<file path="config.mk">
export PLATFORM = sky130hd
export DESIGN_NAME = ipr_readout
export DESIGN_NICKNAME = d
export VERILOG_FILES = /design/src/ipr_ratio_div.v /design/src/ipr_readout.v
export VERILOG_INCLUDE_DIRS = /design/src
export SDC_FILE = /design/constraint.sdc
export NUM_CORES = 1
export LEC_CHECK = 0
export BUFFER_PORTS_ARGS = -buffer_cell sky130_fd_sc_hd__buf_2
export CAP_MARGIN = 10
export CORE_ASPECT_RATIO = 1.2
export CORE_MARGIN = 2
export CORE_UTILIZATION = 35
export CTS_BUF_LIST = sky130_fd_sc_hd__clkbuf_4 sky130_fd_sc_hd__clkbuf_8
export CTS_CLUSTER_SIZE = 8
export DETAILED_ROUTE_END_ITERATION = 10
export HOLD_SLACK_MARGIN = 0.03
export MAX_ROUTING_LAYER = met4
export PLACE_DENSITY_LB_ADDON = 0.3
export SYNTH_ARGS = -nofsm -noshare
export SYNTH_HDL_FRONTEND = slang
export SYNTH_SLANG_ARGS = --single-unit
</file>
<file path="constraint.sdc">
create_clock -name clk -period 4.7 [get_ports clk]
set_input_delay 0.47 -clock clk [delete_from_list [all_inputs] [get_ports clk]]
set_output_delay 0.47 -clock clk [all_outputs]
set_load 0.005 [all_outputs]
</file>
<file path="src/ipr_defines.vh">
// ipr_defines.vh: shared constants of the inductive proximity readout.
// Assumes it is included by bare name from each design file.
`ifndef IPR_DEFINES_VH
`define IPR_DEFINES_VH

// ==================================================
// register addresses, 7-bit serial address space
`define IPR_ADDR_ID    7'h00
`define IPR_ADDR_UB    7'h01
`define IPR_ADDR_LB    7'h02
`define IPR_ADDR_THI_L 7'h06
`define IPR_ADDR_THI_H 7'h07
`define IPR_ADDR_TLO_L 7'h08
`define IPR_ADDR_TLO_H 7'h09
`define IPR_ADDR_MODE  7'h0A
`define IPR_ADDR_PRX_L 7'h21
`define IPR_ADDR_PRX_H 7'h22
`define IPR_ADDR_FRQ_0 7'h23
`define IPR_ADDR_FRQ_1 7'h24
`define IPR_ADDR_FRQ_2 7'h25

// ==================================================
// reset values; the identity code is arbitrary
`define IPR_ID_VALUE 8'h5A
`define IPR_RST_UB   8'h0E
`define IPR_RST_LB   8'h14
`define IPR_RST_THI  16'hFFFF
`define IPR_RST_TLO  16'h0000
`define IPR_RST_MODE 2'h3

// ==================================================
// interrupt pin modes
`define IPR_MODE_OFF  2'h0
`define IPR_MODE_WAKE 2'h1
`define IPR_MODE_COMP 2'h2
`define IPR_MODE_RDY  2'h3

// ==================================================
// pin synchroniser lanes and their idle levels
`define IPR_PIN_CS   0
`define IPR_PIN_SCLK 1
`define IPR_PIN_SDI  2
`define IPR_PIN_SENS 3
`define IPR_PIN_TB   4
`define IPR_NPINS    5
`define IPR_PIN_IDLE 5'h01

// ==================================================
// counts and codes
`define IPR_BYTE_LAST  3'h7
`define IPR_RESP_LAST  8'hBF
`define IPR_DIV_LAST   5'h1E
`define IPR_FRAC_ZERO  15'h0000
`define IPR_FULL_SCALE 16'hFFFF
`define IPR_TB_MAX     24'hFFFFFF

`endif

</file>
<file path="src/ipr_ratio_div.v">
// ipr_ratio_div.v: restoring divider, 31-bit numerator over 16-bit divisor.
// Assumes start is a one-cycle pulse and is not raised while busy.
`timescale 1ns/1ps
`default_nettype none
`include "ipr_defines.vh"

module ipr_ratio_div (
   // system
   input wire clk,
   input wire rst_n,
   // request
   input wire start,
   input wire [30:0] num,
   input wire [15:0] den,
   // answer
   output wire done,
   output wire [15:0] quo
);

   // ==================================================
   // state
   reg busy_q; // division in progress
   reg done_q; // one-cycle completion pulse
   reg [4:0] cnt_q; // step counter
   reg [16:0] rem_q; // partial remainder
   reg [30:0] num_q; // numerator, shifted out msb first
   reg [30:0] quo_q; // quotient, shifted in msb first
   reg [15:0] den_q; // captured divisor

   // trial subtraction of this step
   wire [16:0] trial = {rem_q[15:0], num_q[30]};
   wire ge = trial >= {1'b0, den_q};

   // ==================================================
   // one quotient bit per clock
   always @(posedge clk) begin
      if (!rst_n) begin
         busy_q <= 1'b0;
         done_q <= 1'b0;
         cnt_q <= 5'h00;
         rem_q <= 17'h00000;
         num_q <= 31'h00000000;
         quo_q <= 31'h00000000;
         den_q <= 16'h0000;
      end else begin
         done_q <= 1'b0;
         if (start && !busy_q) begin
            // capture operands
            busy_q <= 1'b1;
            cnt_q <= 5'h00;
            rem_q <= 17'h00000;
            num_q <= num;
            den_q <= den;
         end else if (busy_q) begin
            // subtract the divisor or keep the trial
            rem_q <= ge ? (trial - {1'b0, den_q}) : trial;
            num_q <= {num_q[29:0], 1'b0};
            quo_q <= {quo_q[29:0], ge};
            cnt_q <= cnt_q + 5'h01;
            if (cnt_q == `IPR_DIV_LAST) begin
               busy_q <= 1'b0;
               done_q <= 1'b1;
            end
         end
      end
   end

   assign done = done_q;
   // quotient is below 2^15 by construction of the caller
   assign quo = quo_q[15:0];

endmodule // ipr_ratio_div
`default_nettype wire

</file>
<file path="src/ipr_readout.v">
// ipr_readout.v: digital result path of the inductive proximity readout.
// Assumes the analog loop delivers its power code synchronous to clk;
// serial, sensor and timebase pins are asynchronous and slow against clk.
//
// Overview of operation
// - both results latched from one conversion
// - impedance code falls as impedance rises
// - frequency count inverse to sensor frequency
// - hysteresis comparator with high and low thresholds
// - compare each new result, drive interrupt pin
// - interrupt pin function chosen by software
// - registers reached over four-wire serial slave
// - code range spans only programmed bound window
// - below lower bound, clip at full scale
// - result low byte 0x21, high byte 0x22
// - code below 2^15 interpolates reciprocal impedance
// - unread data still pulses once per conversion
// - comparator sets above high, clears below low
// - ready mode cleared by read of 0x21
// - command byte: read bit, seven address bits
// - frequency counter timed by timebase pin
`timescale 1ns/1ps
`default_nettype none
`include "ipr_defines.vh"

module ipr_readout (
   // system
   input wire clk,
   input wire rst_n,
   // serial slave port
   input wire select_low,
   input wire serial_clk,
   input wire serial_in,
   output wire serial_out,
   output wire serial_out_en,
   // resonator and timebase
   input wire sensor_osc_in,
   input wire timebase_clock_in,
   input wire [15:0] conv_power,
   // interrupt pin, active low
   output wire interrupt_out_n
);

   // ==================================================
   // pin synchronisers: three flops, level moves when 2nd and 3rd agree
   localparam [4:0] PIN_IDLE = `IPR_PIN_IDLE;
   wire [4:0] pins = {timebase_clock_in, sensor_osc_in, serial_in, serial_clk, select_low};
   reg [4:0] s1_q; // first stage, read by second stage only
   reg [4:0] s2_q; // second stage
   reg [4:0] s3_q; // third stage
   reg [4:0] lvl_q; // accepted level
   reg [4:0] prv_q; // accepted level one clock ago

   genvar gi;
   generate
      for (gi = 0; gi < `IPR_NPINS; gi = gi + 1) begin : g_sync
         // one lane per pin
         always @(posedge clk) begin
            if (!rst_n) begin
               s1_q[gi] <= PIN_IDLE[gi];
               s2_q[gi] <= PIN_IDLE[gi];
               s3_q[gi] <= PIN_IDLE[gi];
               lvl_q[gi] <= PIN_IDLE[gi];
               prv_q[gi] <= PIN_IDLE[gi];
            end else begin
               s1_q[gi] <= pins[gi];
               s2_q[gi] <= s1_q[gi];
               s3_q[gi] <= s2_q[gi];
               if (s2_q[gi] == s3_q[gi]) begin
                  lvl_q[gi] <= s3_q[gi];
               end
               prv_q[gi] <= lvl_q[gi];
            end
         end
      end
   endgenerate

   wire [4:0] rise = lvl_q & ~prv_q; // accepted rising edges
   wire [4:0] fall = ~lvl_q & prv_q; // accepted falling edges
   wire sel = ~lvl_q[`IPR_PIN_CS]; // chip selected
   wire sdi = lvl_q[`IPR_PIN_SDI]; // serial data level

   // ==================================================
   // registers
   reg [7:0] ub_q; // upper impedance bound, as conductance code
   reg [7:0] lb_q; // lower impedance bound, as conductance code
   reg [15:0] thi_q; // high threshold
   reg [15:0] tlo_q; // low threshold
   reg [1:0] mode_q; // interrupt pin mode
   reg [15:0] prox_q; // proximity result
   reg [23:0] freq_q; // frequency count result

   // read decode of the register map
   function [7:0] reg_read;
      input [6:0] a;
      begin
         case (a)
            `IPR_ADDR_ID: reg_read = `IPR_ID_VALUE;
            `IPR_ADDR_UB: reg_read = ub_q;
            `IPR_ADDR_LB: reg_read = lb_q;
            `IPR_ADDR_THI_L: reg_read = thi_q[7:0];
            `IPR_ADDR_THI_H: reg_read = thi_q[15:8];
            `IPR_ADDR_TLO_L: reg_read = tlo_q[7:0];
            `IPR_ADDR_TLO_H: reg_read = tlo_q[15:8];
            `IPR_ADDR_MODE: reg_read = {6'h00, mode_q};
            `IPR_ADDR_PRX_L: reg_read = prox_q[7:0];
            `IPR_ADDR_PRX_H: reg_read = prox_q[15:8];
            `IPR_ADDR_FRQ_0: reg_read = freq_q[7:0];
            `IPR_ADDR_FRQ_1: reg_read = freq_q[15:8];
            `IPR_ADDR_FRQ_2: reg_read = freq_q[23:16];
            default: reg_read = 8'h00;
         endcase
      end
   endfunction

   // ==================================================
   // serial slave: sample on clock rise, shift out on clock fall
   reg [2:0] bit_q; // bit within byte
   reg cmd_done_q; // command byte received
   reg rw_q; // access direction, 1 = read
   reg [6:0] addr_q; // current register address
   reg [7:0] sh_q; // receive shift
   reg [7:0] tx_q; // transmit shift
   reg sdo_q; // serial data out
   reg oe_q; // serial data out enable

   wire byte_end = sel && rise[`IPR_PIN_SCLK] && (bit_q == `IPR_BYTE_LAST);
   wire [7:0] byte_in = {sh_q[6:0], sdi};
   wire wr_fire = byte_end && cmd_done_q && !rw_q; // data byte to write
   wire rd_hit = byte_end && !cmd_done_q && byte_in[7]
      && (byte_in[6:0] == `IPR_ADDR_PRX_L); // read of result low byte

   // command, address increment and data shifting
   always @(posedge clk) begin
      if (!rst_n) begin
         bit_q <= 3'h0;
         cmd_done_q <= 1'b0;
         rw_q <= 1'b0;
         addr_q <= 7'h00;
         sh_q <= 8'h00;
         tx_q <= 8'h00;
         sdo_q <= 1'b0;
         oe_q <= 1'b0;
      end else if (!sel) begin
         // each new select starts a new access
         bit_q <= 3'h0;
         cmd_done_q <= 1'b0;
         oe_q <= 1'b0;
      end else begin
         oe_q <= cmd_done_q && rw_q;
         if (rise[`IPR_PIN_SCLK]) begin
            sh_q <= byte_in;
            bit_q <= bit_q + 3'h1;
            if (byte_end && !cmd_done_q) begin
               // msb selects direction, rest is the address
               cmd_done_q <= 1'b1;
               rw_q <= byte_in[7];
               if (byte_in[7]) begin
                  tx_q <= reg_read(byte_in[6:0]);
                  addr_q <= byte_in[6:0] + 7'h01;
               end else begin
                  addr_q <= byte_in[6:0];
               end
            end else if (byte_end) begin
               // extended access walks the addresses
               addr_q <= addr_q + 7'h01;
               if (rw_q) begin
                  tx_q <= reg_read(addr_q);
               end
            end
         end else if (fall[`IPR_PIN_SCLK] && cmd_done_q && rw_q) begin
            sdo_q <= tx_q[7];
            tx_q <= {tx_q[6:0], 1'b0};
         end
      end
   end

   // ==================================================
   // writable registers; writes to read-only addresses are dropped
   always @(posedge clk) begin
      if (!rst_n) begin
         ub_q <= `IPR_RST_UB;
         lb_q <= `IPR_RST_LB;
         thi_q <= `IPR_RST_THI;
         tlo_q <= `IPR_RST_TLO;
         mode_q <= `IPR_RST_MODE;
      end else if (wr_fire) begin
         case (addr_q)
            `IPR_ADDR_UB: ub_q <= byte_in;
            `IPR_ADDR_LB: lb_q <= byte_in;
            `IPR_ADDR_THI_L: thi_q[7:0] <= byte_in;
            `IPR_ADDR_THI_H: thi_q[15:8] <= byte_in;
            `IPR_ADDR_TLO_L: tlo_q[7:0] <= byte_in;
            `IPR_ADDR_TLO_H: tlo_q[15:8] <= byte_in;
            `IPR_ADDR_MODE: mode_q <= byte_in[1:0];
            default: ;
         endcase
      end
   end

   // ==================================================
   // conversion: a fixed number of sensor periods, timebase edges counted
   reg [7:0] per_q; // sensor periods in this conversion
   reg [23:0] tb_q; // timebase edges in this conversion
   reg [15:0] pwr_q; // power code captured at conversion end
   reg conv_end_q; // one-cycle conversion end pulse

   wire [23:0] tb_next = (rise[`IPR_PIN_TB] && tb_q != `IPR_TB_MAX) ?
      (tb_q + 24'h000001) : tb_q;

   // period counting and result capture
   always @(posedge clk) begin
      if (!rst_n) begin
         per_q <= 8'h00;
         tb_q <= 24'h000000;
         freq_q <= 24'h000000;
         pwr_q <= 16'h0000;
         conv_end_q <= 1'b0;
      end else begin
         conv_end_q <= 1'b0;
         if (rise[`IPR_PIN_SENS] && per_q == `IPR_RESP_LAST) begin
            // both results taken at the same edge
            per_q <= 8'h00;
            tb_q <= 24'h000000;
            freq_q <= tb_next; // higher frequency, fewer edges
            pwr_q <= conv_power;
            conv_end_q <= 1'b1;
         end else begin
            if (rise[`IPR_PIN_SENS]) begin
               per_q <= per_q + 8'h01;
            end
            tb_q <= tb_next;
         end
      end
   end

   // ==================================================
   // impedance mapping: (g - g_upper) * 2^15 / (g_lower - g_upper)
   wire [15:0] g_up = {ub_q, 8'h00}; // conductance at upper bound
   wire [15:0] g_lo = {lb_q, 8'h00}; // conductance at lower bound
   wire clip = (pwr_q >= g_lo) || (g_lo <= g_up);
   wire floor0 = (pwr_q <= g_up); // at or above upper bound
   wire [15:0] span = g_lo - g_up;
   wire [15:0] offs = pwr_q - g_up;
   wire div_go = conv_end_q && !clip && !floor0;
   wire div_done;
   wire [15:0] div_quo;

   // power rises as impedance falls, so code falls with impedance
   ipr_ratio_div u_div (
      .clk(clk),
      .rst_n(rst_n),
      .start(div_go),
      .num({offs, `IPR_FRAC_ZERO}),
      .den(span),
      .done(div_done),
      .quo(div_quo)
   );

   wire res_fire = div_done || (conv_end_q && (clip || floor0));
   wire [15:0] res_val = div_done ? div_quo :
      (clip ? `IPR_FULL_SCALE : 16'h0000);

   // result register
   always @(posedge clk) begin
      if (!rst_n) begin
         prox_q <= 16'h0000;
      end else if (res_fire) begin
         prox_q <= res_val;
      end
   end

   // ==================================================
   // interrupt pin functions
   reg irq_q; // asserted state
   reg irq_n_q; // pin level, active low

   // new result events set, reads and mode writes clear; a mode write wins over a set, a set over a read
   always @(posedge clk) begin
      if (!rst_n) begin
         irq_q <= 1'b0;
         irq_n_q <= 1'b1;
      end else begin
         irq_n_q <= ~irq_q;
         if (wr_fire && addr_q == `IPR_ADDR_MODE) begin
            // any write of the mode register releases the pin
            irq_q <= 1'b0;
         end else begin
            case (mode_q)
               `IPR_MODE_COMP: begin
                  if (res_fire && res_val > thi_q) begin
                     irq_q <= 1'b1;
                  end else if (res_fire && res_val < tlo_q) begin
                     irq_q <= 1'b0;
                  end
               end
               `IPR_MODE_WAKE: begin
                  if (res_fire && res_val > thi_q) begin
                     irq_q <= 1'b1;
                  end
               end
               `IPR_MODE_RDY: begin
                  if (res_fire) begin
                     irq_q <= 1'b1;
                  end else if (rd_hit || rise[`IPR_PIN_SENS]) begin
                     irq_q <= 1'b0;
                  end
               end
               default: begin
                  irq_q <= 1'b0;
               end
            endcase
         end
      end
   end

   // ==================================================
   // outputs straight from flops
   assign serial_out = sdo_q;
   assign serial_out_en = oe_q;
   assign interrupt_out_n = irq_n_q;

endmodule // ipr_readout
`default_nettype wire

</file>
* Word-level counts from Yosys, hierarchy flattened
Index checks and enable logic that the tools add are counted.
** Word-level totals
- Bits in registers :: 266
- Output and inout port bits :: 3
- Word-level logic and storage cells :: 203
** Cells by class
- Bitwise operators :: 10
- Muxes and demuxes :: 28
- $add $sub $neg :: 9
- Magnitude comparators :: 6
- Reduce and logical (&&, ||, !) cells :: 53
- Equal/unequal tests :: 42
** Operators by type and width (count)
- $pmux 8 s13 :: 2
- $eq 7x6->1 const B :: 10
- $mux 31 :: 2
- $mux 16 :: 3
- $mux 8 :: 6
- $sub 16x16->16 :: 3
- $eq 7x4->1 const B :: 6
- $le 16x16->1 :: 2
- $eq 7x3->1 const B :: 4
- $add 24x1->24 const B :: 1
- $mux 24 :: 1
- $ne 24x24->1 const B :: 1
- $mux 7 :: 3
- $reduce_and 2->1 :: 10
- $logic_and 1x1->1 :: 19
- $ge 17x16->1 :: 1
- $ge 16x16->1 :: 1
- $gt 16x16->1 :: 1
- $lt 16x16->1 :: 1
- $add 7x1->7 const B :: 2
- $eq 7x1->1 const B :: 2
- $eq 7x2->1 const B :: 2
- $logic_not 7->1 :: 2
- $reduce_and 3->1 :: 4
- other kinds (25) :: 59

* Longest topological paths before layout
Gate-level depths: netlist of the first run.
- Depth after elaboration :: 11
- Depth in mapped cells :: 17
- Mapped depth without buffers :: 16

* Modules after synthesis
From an unflattened synthesis of the first run, not the netlist that was laid out.
** Unflattened totals
- Cell total of the unflattened synthesis :: 1830
- Area total of the unflattened synthesis :: 15292.2 um2
** Modules (own cells, without submodules)
- ipr_readout :: instances 1, seq. area each 3863.7 um2, area each 10760.3 um2, cells an instance 1303
- ipr_ratio_div :: instances 1, seq. area each 1721.7 um2, area each 4531.8 um2, cells an instance 527

* Least setup slack after synthesis of the first run
OpenSTA, ideal clock, no wires.
- Path type :: register to register
- Start point :: register lb_q[0]
- End point :: register irq_q
- Path slack :: 844 ps
- Path buffers :: 1
- Period minus slack after synthesis :: 3856 ps
- Arrival time :: 3740 ps
- Stages on the path, launching flop included :: 17
- Data required time :: 4584 ps
- Path through :: dfxtp_1 inv_1 ha_1 fa_1 nand2b_1 a211oi_1 o311ai_1 nor3_2 clkbuf_1 a21oi_1 ha_1 a2111oi_0 o211ai_1 a221o_1 o221ai_1 a21boi_0 o211a_1
** Between the ends
- Longest elaborated chain between the ends :: 8
** Ends and longest elaborated chain
- start: declaration :: RTL line ipr_readout.v:86 : reg [7:0] lb_q;
- start signal: assignment :: RTL line ipr_readout.v:183 : lb_q <= `IPR_RST_LB;
- start signal: assignment :: RTL line ipr_readout.v:190 : `IPR_ADDR_LB: lb_q <= byte_in;
- $ge 16x16->1 / $le 16x16->1 (equally long branches) :: RTL line ipr_readout.v:241 : wire clip = (pwr_q >= g_lo) || (g_lo <= g_up);
- $logic_or 1x1->1 * :: RTL line ipr_readout.v:241
- $mux 16 * :: RTL line ipr_readout.v:262 : (clip ? `IPR_FULL_SCALE : 16'h0000);
- $mux 16 * :: RTL line ipr_readout.v:261 : wire [15:0] res_val = div_done ? div_quo :
- via res_val[5] :: RTL line ipr_readout.v:261
- $gt 16x16->1 / $lt 16x16->1 (equally long branches) :: RTL line ipr_readout.v:291, ipr_readout.v:298, ipr_readout.v:293
- $logic_and 1x1->1 (on tied branches) :: RTL line ipr_readout.v:291, ipr_readout.v:298, ipr_readout.v:293
- $ne 3x3->1 (no source line) (tied with other cells)
- $reduce_and 3->1 (no source line) / $pmux 1 s3 (equally long branches)
- end signal: assignment :: RTL line ipr_readout.v:292 : irq_q <= 1'b1;
- end signal: assignment :: RTL line ipr_readout.v:294 : irq_q <= 1'b0;
- end signal: assignment :: RTL line ipr_readout.v:299 : irq_q <= 1'b1;
- end: declaration :: RTL line ipr_readout.v:275 : reg irq_q;
The timed path passes the listed nets; every way through them passes the cells marked *.
A chain may end at the register's enable or synchronous reset.

* Worst setup path in the final report of the first run
Same ends and word-level chain as after synthesis.

==> flow_metrics.py, run 1 <==
metrics = {
    "grt": {
        "grt.overflow.total": 0,
        "groute.usage.overall_pct": 21.1,
        "grt_max_degree": 58,
        "grt_pass1_vias": 11124,
        "grt_antenna_before_repair": 1,
        "grt_pass1_wl_um": 64800,
    },
    "clocking": {
        "cts_root_buffer": "clkbuf_8",
        "hold_buffers": 0,
        "cts.repair.resized": 0,
        "post_cts_buffers": 0,
        "cts_tree": "yes",
        "cts_made_buffers": 44,
        "clock_path_buffers": 3,
        "clk-insertion-delay-late_ps": 590,
        "clkTransAtPathRegs_ps": 70,
        "htree_levels": 2,
        "clock_sinks": 256,
    },
    "setup_path": {
        "path_cells": "inv_1 > ha_1 > fa_1 > nand2b_1 > a211oi_1 > o311ai_1 > nor3_2 > buf_4 > a21oi_1 > ha_1 > a2111oi_0 > o211ai_1 > a221o_1 > o221ai_1 > a21boi_0 > o211a_1",
        "end_kind": "flop",
        "cp_max_fo": 18,
        "critPathMostFrequentCell": "ha_1",
        "crit_arrival_ps": 4550,
        "crit_family": "compound AO/OA/AOI/OAI gates",
        "startpoint": "lb_q[0]$_SDFFE_PN0P_",
        "required_ps": 5180,
        "crit_slowest_cell": "fa_1",
        "critPathBufInv": 2,
        "r2r_start": "lb_q[0]$_SDFFE_PN0P_",
        "cpPeakStageDelay_ps": 410,
        "crit_type": "reg2reg",
        "critPathLaunchType": "flop",
    },
    "placement": {
        "dp_hpwl_um": 31100,
        "gp_congestion": 0.972,
        "post-place-cells": 2100,
        "pre_cts_ws_ps": 698,
        "numPortBuffers": 25,
        "dpl_cell_area_um2": 14100,
    },
    "timing": {
        "slew_headroom_pct": 36.3,
        "finalSetupViolations": 0,
        "tns_ps": 0,
        "worst_pin_slew_ps": 955,
        "finalMaxSlewViolations": 0,
        "rsz0062_at_grt": "false",
        "setup_slack_ps": 627,
        "fin_crit_ps": 4070,
        "clock_skew_ps": 24.2,
        "max_freq_mhz": 246,
        "period_share_pct": 86.7,
        "finalHoldViolCount": 0,
    },
    "cells_and_area": {
        "fin_cells": 2180,
        "fillCellCount": 3929,
        "drive_gt1_share_pct": 8.89,
        "design_area_um2": 15000,
        "seq_area_um2": 5130,
        "nNetsFinal": 1723,
        "final_common_cell": "dfxtp_1",
        "synthToLayoutAreaGrowth_pct": 10.1,
        "multi_input_area_um2": 7680,
        "layout_common_cells": "dfxtp_1 (255), nor2_1 (174), nand2_1 (164)",
    },
    "floorplanning": {
        "dieArea_um2": 40600,
        "initial_core_util_pct": 35.3,
        "std_cell_rows": 79,
        "die_height_um": 220,
        "ios": 26,
        "die_x_um": 184,
        "core-area_um2": 38600,
    },
    "yosys": {
        "syn-num-nets": 1743,
        "synth-edff-count": 0,
        "synth_top_family_by_area": "simple AND/OR/NAND/NOR gates",
        "synthAdderAreaFrac_pct": 7.50,
        "yosys_most_used_dff": "dfxtp_1",
        "ys_ff_latch": 256,
        "synth_area_um2": 13600,
        "async_flop_share_pct": 0,
        "avgSynthCellArea_um2": 8.32,
        "synth_cell_types": 79,
        "synthSimpleGateAreaFrac_pct": 19.9,
        "synth_xor_area_share_pct": 3.40,
        "ys_warn_count": 0,
        "synthMuxAreaShare_pct": 6.46,
        "synth_cells": 1640,
        "synth-compound-area-share_pct": 19.0,
        "synth-seq-area-share_pct": 37.6,
    },
    "hold_path": {
        "min_path_type": "in2reg",
        "hp-start": "select_low",
    },
    "route": {
        "drtPass1Iterations": 8,
        "drt_wl_total_um": 42000,
        "drc": 0,
        "ant_nets": 0,
        "wl_per_cell_um": 19.2,
        "drt-initial-drc-count": 1007,
        "vias": 11825,
        "vias_per_cell": 5.42,
    },
    "job": {
        "max_cap_violations": 0,
    },
    "status": {
        "status": "completed",
    },
    "power_and_ir_drop": {
        "p_leak_nw": 5.70,
        "powerDensity_nw_per_um2": 289,
        "p_total_mw": 4.34,
        "vdd_drop_max_uv": 147,
    },
}
[worst register-to-register path, delay by kind of cell, from the launching register on]
family,cells,cell delay (ps)
AOI/OAI and AO/OA,9,1930
adders and majority gates,3,940
buffers and inverters,2,350
DFF,1,390
and+or+nand+nor,2,370
[path summary, 6_finish.rpt]
check                  endpoint  slack (ps)  depth (start not counted)
min          s1_q[0]$_SDFF_PN1_          70                          2
min reg2reg  s2_q[0]$_SDFF_PN1_         410                          1
max          irq_q$_SDFFE_PP0P_         630                         16
max reg2reg  irq_q$_SDFFE_PP0P_         630                         16
[through the flow]
| step | utilization [%] | hold WS (ps) |
|---|---|---|
| 3_3_place_gp | 36.5 | 389 |
| 6_report | 38.9 | 73.0 |
| 3_5_place_dp | 36.5 | 399 |
| 5_1_grt | 38.9 | 58.3 |
| 2_1_floorplan | - | 381 |
| 4_1_cts | 38.9 | 49.9 |
[synth_stat cells, types with 22 or more instances]
cell type  instances  area share (%)
a22oi_1           29             1.6
o21ai_0           88             3.2
nand4_1           33             1.5
inv_1             89             2.4
nor2_1           174             4.8
nand3_1           48             1.8
o211ai_1          32             1.8
nor3_1            22            0.81
buf_2             30             1.1
a21oi_1          125             4.6
clkbuf_1          66             1.8
xor2_1            25             1.6
ha_1              77             7.1
nand2_1          164             4.5
and2_1            22             1.0
mux2i_1           88             6.5
dfxtp_1          256              38
xnor2_1           28             1.8
and3_1            32             1.5
[flip-flops by register name, summed over array words and instances, names as in the netlist, 16 cells and up]
register and count:
freq_q 24, prox_q 16, pwr_q 16, tb_q 24, thi_q 16, tlo_q 16
u_div.num_q 16, u_div.quo_q 16, u_div.rem_q 16
[area by class of cell]
| type | instances | area share (%) |
|---|---|---|
| Antenna cell | 1 | 0.0167 |
| Clock buffer | 69 | 5.70 |
| Clock inverter | 10 | 0.417 |
| Inverter | 89 | 2.23 |
| Multi-Input combinational cell | 1183 | 51.2 |
| Sequential cell | 256 | 34.1 |
| Tap cell | 526 | 4.38 |
| Timing Repair Buffer | 46 | 1.97 |
[cell families (layout without fill, tap and decap cells)]
family | after synthesis | count (layout)
buffers and inverters | 201 | 214
DFF | 256 | 256
xor gates and xnor gates | 53 | 53
AOI/OAI and AO/OA | 395 | 395
muxes | 88 | 88
adders and majority gates | 80 | 80
other | 0 | 1
and+or+nand+nor | 567 | 567
[metal layers]
layer	track usage, %	wire length (um)	vias to the layer above
li1	-	-	5763
met1	24.9	17700	5614
met2	35.2	20100	355
met3	3.46	2120	93
met4	9.95	2100	0
met5	-	0	-
[report_power, final]
part           internal, mW  leakage [nW]  total [mW]  switching (mW)
logic                0.0156          3.14      0.0586          0.0430
registers              2.18          2.07        2.18         0.00232
clock network          1.16         0.495        2.10           0.940
total                  3.35          5.70        4.34           0.985
Power figures use the tool's default switching activity.
==> inputs of run 2 (changes only) <==
Settings changed: CORE_MARGIN 2 to not set, CORE_UTILIZATION 35 to 55, CTS_CLUSTER_SIZE 8 to 24.
==> run 2 against run 1 <==
Sequential share of layout area grew 0.81 points; flip-flop and latch count is the same; maximum frequency shrank 1.2%; clock power shrank 5%; worst setup slack lost 47 ps; non-clock buffer count shrank 4; combinational power shrank 1%; wire length shrank 3.2%; global-route usage grew 12 points; via count grew 1.2%; largest cell class unchanged.
==> flow_metrics.py, run 2 (synthesized netlist as in run 1, its figures left out) <==
metrics = {
    "cells_and_area": {
        "fin_cells": 1964,
        "diodes": 0,
        "synthToLayoutAreaGrowth_pct": 7.54,
        "layout_common_cells": "dfxtp_1 (255), nor2_1 (174), nand2_1 (164)",
        "drive_gt1_share_pct": 8.39,
        "top_regs": "freq_q (24), tb_q (24)",
        "final_common_cell": "dfxtp_1",
        "nNetsFinal": 1718,
    },
    "grt": {
        "grt_antenna_before_repair": 0,
        "grt.overflow.total": 0,
        "grt_pass1_vias": 11749,
        "met3_usage_pct": 4.07,
        "grt_max_degree": 85,
        "groute.usage.overall_pct": 33.3,
        "met2_usage_pct": 55.2,
        "grt_pass1_wl_um": 64900,
        "met1_usage_pct": 38.8,
        "top_usage_layer": "met2",
    },
    "placement": {
        "gp_congestion": 0.997,
        "dp_hpwl_um": 29800,
        "numPortBuffers": 25,
        "post-place-cells": 1889,
    },
    "timing": {
        "worst_pin_slew_ps": 1030,
        "period_share_pct": 87.7,
        "finalHoldViolCount": 0,
        "max_freq_mhz": 243,
        "hold_ws_ps": 110,
        "slew_headroom_pct": 31.4,
        "fin_crit_ps": 4120,
        "clock_skew_ps": 23.5,
        "tns_ps": 0,
        "finalMaxSlewViolations": 0,
        "finalSetupViolations": 0,
        "rsz0062_at_grt": "false",
    },
    "setup_path": {
        "crit_type": "reg2reg",
        "critPathMostFrequentCell": "ha_1",
        "crit_arrival_ps": 4550,
        "end_kind": "flop",
        "critPathLaunchType": "flop",
        "cpPeakStageDelay_ps": 450,
        "path_cells": "inv_1 > ha_1 > a211oi_1 > nor3b_1 > o311ai_1 > nor3_2 > buf_4 > a21oi_1 > ha_1 > a2111oi_0 > o211ai_1 > a221o_1 > o221ai_1 > a21boi_0 > o211a_1",
        "required_ps": 5130,
        "crit_family": "compound AO/OA/AOI/OAI gates",
        "crit_slowest_cell": "a2111oi_0",
        "cp_max_fo": 18,
        "critPathBufInv": 2,
    },
    "clocking": {
        "cts_tree": "yes",
        "cts.repair.resized": 0,
        "clk-insertion-delay-late_ps": 550,
        "htree_levels": 2,
        "cts_made_buffers": 43,
        "cts_root_buffer": "clkbuf_8",
        "clkTransAtPathRegs_ps": 70,
        "clock_sinks": 256,
        "post_cts_buffers": 0,
        "clock_path_buffers": 3,
        "hold_buffers": 0,
    },
    "route": {
        "ant_nets": 0,
        "drc": 0,
        "drtPass1Iterations": 7,
        "wl_per_cell_um": 20.7,
        "drt_wl_total_um": 40600,
        "vias": 11965,
        "vias_per_cell": 6.09,
        "drt-initial-drc-count": 1050,
    },
    "hold_path": {
        "min_path_type": "in2reg",
    },
    "floorplanning": {
        "core-area_um2": 24100,
        "std_cell_rows": 62,
        "die_x_um": 146,
        "dieArea_um2": 25400,
        "die_height_um": 175,
        "initial_core_util_pct": 56.5,
        "ios": 26,
    },
    "power_and_ir_drop": {
        "p_leak_nw": 5.65,
        "vdd_drop_max_uv": 284,
        "powerDensity_nw_per_um2": 288,
    },
    "job": {
        "max_cap_violations": 0,
    },
    "status": {
        "status": "completed",
    },
}
-- run 2: final cells by class --
type	instances	area (um2)
flip-flops and latches	256	5130
inverters	89	335
clock inverters	5	30.0
fillers	2143	9460
repair buffers	42	265
clock buffers	69	831
well taps	320	400
multi-input cells	1183	7680
-- run 2: path summary, 6_finish.rpt --
check                                           from                  to  slack, ps  cells after the start
worst max-delay path            ub_q[5]$_SDFFE_PN0P_  irq_q$_SDFFE_PP0P_        580                     15
worst min register to register    s1_q[1]$_SDFF_PN0_  s2_q[1]$_SDFF_PN0_        440                      1
worst min-delay path                      select_low  s1_q[0]$_SDFF_PN1_        110                      2
worst max register to register  ub_q[5]$_SDFFE_PN0P_  irq_q$_SDFFE_PP0P_        580                     15
-- run 2: report_power, final --
part | internal [mW] | total, mW | leakage [nW] | switching (mW)
Combinational | 0.0138 | 0.0578 | 3.12 | 0.0440
Sequential | 2.18 | 2.18 | 2.07 | 0.00233
Clock | 1.11 | 2.00 | 0.459 | 0.882
-- run 2: per-layer routing --
metal	part of all wire, %	wire length (um)
met5	0	0
met4	6.3	2560
met1	41	16700
met3	5.7	2310
met2	47	19100
-- run 2: metrics by stage --
stage / power, mW / utilization (%) / area [um2] / setup slack, ps
after floorplan: 2.26 / - / 13600 / 844
after global placement: 2.28 / 57.2 / 13800 / 789
after detailed placement: 2.28 / 57.2 / 13800 / 688
after CTS: 4.27 / 60.8 / 14700 / 646
after global routing: 4.37 / 60.8 / 14700 / 328
final: 4.23 / 60.8 / 14700 / 580
==> inputs of run 3 (changes only) <==
Settings changed: REMOVE_ABC_BUFFERS set to 1.
==> run 3 against run 2 <==
First-iteration DRC count is 11% lower; sequential power is essentially flat; via count fell by 0.35%; clock skew decreased by 9.2 ps; clock-buffer cell count shrank 7; global-route usage increased by 0.35 points; combinational power about the same; flip-flop and latch count unchanged; design area up 0.26%; sequential share of layout area shrank 0.089 points; worst hold slack better by 8.2 ps.
==> flow_metrics.py, run 3 (synthesized netlist as in run 1, its figures left out) <==
metrics = {
    "placement": {
        "numPortBuffers": 25,
        "pre_cts_ws_ps": 733,
        "dp_hpwl_um": 30500,
        "gp_congestion": 1.03,
        "dpl_cell_area_um2": 13800,
    },
    "status": {
        "status": "completed",
    },
    "hold_path": {
        "min_path_type": "in2reg",
    },
    "clocking": {
        "cts_made_buffers": 43,
        "htree_levels": 2,
        "hold_buffers": 0,
        "clock_sinks": 256,
        "clk-insertion-delay-late_ps": 550,
        "post_cts_buffers": 0,
        "cts_root_buffer": "clkbuf_8",
        "cts.repair.resized": 0,
        "clkTransAtPathRegs_ps": 60,
        "clock_path_buffers": 3,
        "cts_tree": "yes",
    },
    "cells_and_area": {
        "design_area_um2": 14700,
        "final_util_pct": 61.0,
        "drive_gt1_share_pct": 8.34,
        "final_common_cell": "dfxtp_1",
        "nNetsFinal": 1722,
        "synthToLayoutAreaGrowth_pct": 7.81,
        "layout_common_cells": "dfxtp_1 (255), nor2_1 (174), nand2_1 (164)",
        "diodes": 0,
        "multi_input_area_um2": 7680,
        "fillCellCount": 2167,
        "seq_area_um2": 5130,
        "top_regs": "freq_q (24), tb_q (24)",
    },
    "grt": {
        "grt_antenna_before_repair": 0,
        "grt_pass1_wl_um": 64800,
        "grt_pass1_vias": 11313,
        "grt.overflow.total": 0,
        "grt_max_degree": 70,
        "groute.usage.overall_pct": 33.6,
    },
    "setup_path": {
        "critPathMostFrequentCell": "ha_1",
        "path_cells": "inv_1 > ha_1 > a211oi_1 > nor3b_1 > o311ai_1 > nor3_2 > buf_4 > a21oi_1 > ha_1 > a2111oi_0 > o211ai_1 > a221o_1 > o221ai_1 > a21boi_0 > o211a_1",
        "crit_arrival_ps": 4490,
        "required_ps": 5140,
        "critPathLaunchType": "flop",
        "cp_max_fo": 18,
        "crit_type": "reg2reg",
        "cpPeakStageDelay_ps": 450,
        "crit_slowest_cell": "o311ai_1",
        "end_kind": "flop",
    },
    "timing": {
        "finalHoldViolCount": 0,
        "finalMaxSlewViolations": 0,
        "period_share_pct": 86.1,
        "clock_skew_ps": 14.3,
        "max_freq_mhz": 247,
        "fin_crit_ps": 4050,
        "finalSetupViolations": 0,
        "rsz0062_at_grt": "false",
        "hold_ws_ps": 119,
        "setup_slack_ps": 653,
        "worst_pin_slew_ps": 1000,
        "tns_ps": 0,
        "slew_headroom_pct": 32.9,
    },
    "floorplanning": {
        "die_height_um": 175,
        "dieArea_um2": 25400,
        "std_cell_rows": 62,
        "die_x_um": 146,
        "ios": 26,
        "core-area_um2": 24100,
        "initial_core_util_pct": 56.5,
    },
    "power_and_ir_drop": {
        "seqPwrFrac_pct": 50.9,
        "netSwitchingPower_mw": 0.927,
        "p_leak_nw": 5.67,
        "powerDensity_nw_per_um2": 291,
        "pwr-share-clk_pct": 47.8,
        "comb_power_share_pct": 1.3,
        "switching_share_pct": 21.6,
        "vdd_drop_max_uv": 276,
        "intPower_mw": 3.35,
    },
    "route": {
        "ant_nets": 0,
        "drtPass1Iterations": 6,
        "drt-initial-drc-count": 937,
        "drt_wl_total_um": 41400,
        "wl_per_cell_um": 21.1,
        "drc": 0,
        "vias_per_cell": 6.07,
        "vias": 11923,
    },
    "job": {
        "max_cap_violations": 0,
    },
}
[run 3: worst paths after layout]
path / start / endpoint / cells after the start / slack, ps
worst max-delay path: ub_q[5]$_SDFFE_PN0P_ / irq_q$_SDFFE_PP0P_ / 15 / 650
worst min-delay path: select_low / s1_q[0]$_SDFF_PN1_ / 2 / 120
worst max register to register: ub_q[5]$_SDFFE_PN0P_ / irq_q$_SDFFE_PP0P_ / 15 / 650
worst min register to register: s1_q[0]$_SDFF_PN1_ / s2_q[0]$_SDFF_PN1_ / 1 / 400
[run 3: per-layer routing]
layer	vias to the layer above	track usage (%)	wire (um)
li1	5755	-	-
met1	5591	40.4	17100
met2	452	54.8	19500
met3	125	4.20	2560
met4	0	18.2	2310
met5	-	-	0
[run 3: worst max-delay path: cells and delay by family, from the launching register on]
| family | cells | cell delay (ps) |
|---|---|---|
| adders and majority gates | 2 | 680 |
| AOI/OAI and AO/OA | 9 | 2340 |
| buffers and inverters | 2 | 330 |
| DFF | 1 | 430 |
| and+or+nand+nor | 2 | 150 |
[run 3: power groups by stage]
| stage | Combinational (mW) | Clock, mW | Sequential (mW) |
|---|---|---|---|
| 6_report | 0.0576 | 2.04 | 2.18 |
| 2_1_floorplan | 0.0227 | 0 | 2.22 |
| 3_5_place_dp | 0.0577 | 0 | 2.23 |
| 3_3_place_gp | 0.0570 | 0 | 2.23 |
| 4_1_cts | 0.0579 | 2.07 | 2.18 |
| 5_1_grt | 0.0631 | 2.18 | 2.18 |
[run 3: stage by stage]
step | total power [mW] | instances
floorplan | 2.25 | 1528
global placement | 2.28 | 1894
detailed placement | 2.28 | 1894
CTS | 4.31 | 1963
global route | 4.42 | 1963
finish | 4.28 | 1963
[run 3: layout make-up]
cell class	count	area share, %
sequential	256	34.9
inverter	89	2.28
timing repair buffer	46	2.01
multi-input combinational	1183	52.2
tap	320	2.72
clock buffer	62	5.29
clock inverter	7	0.613
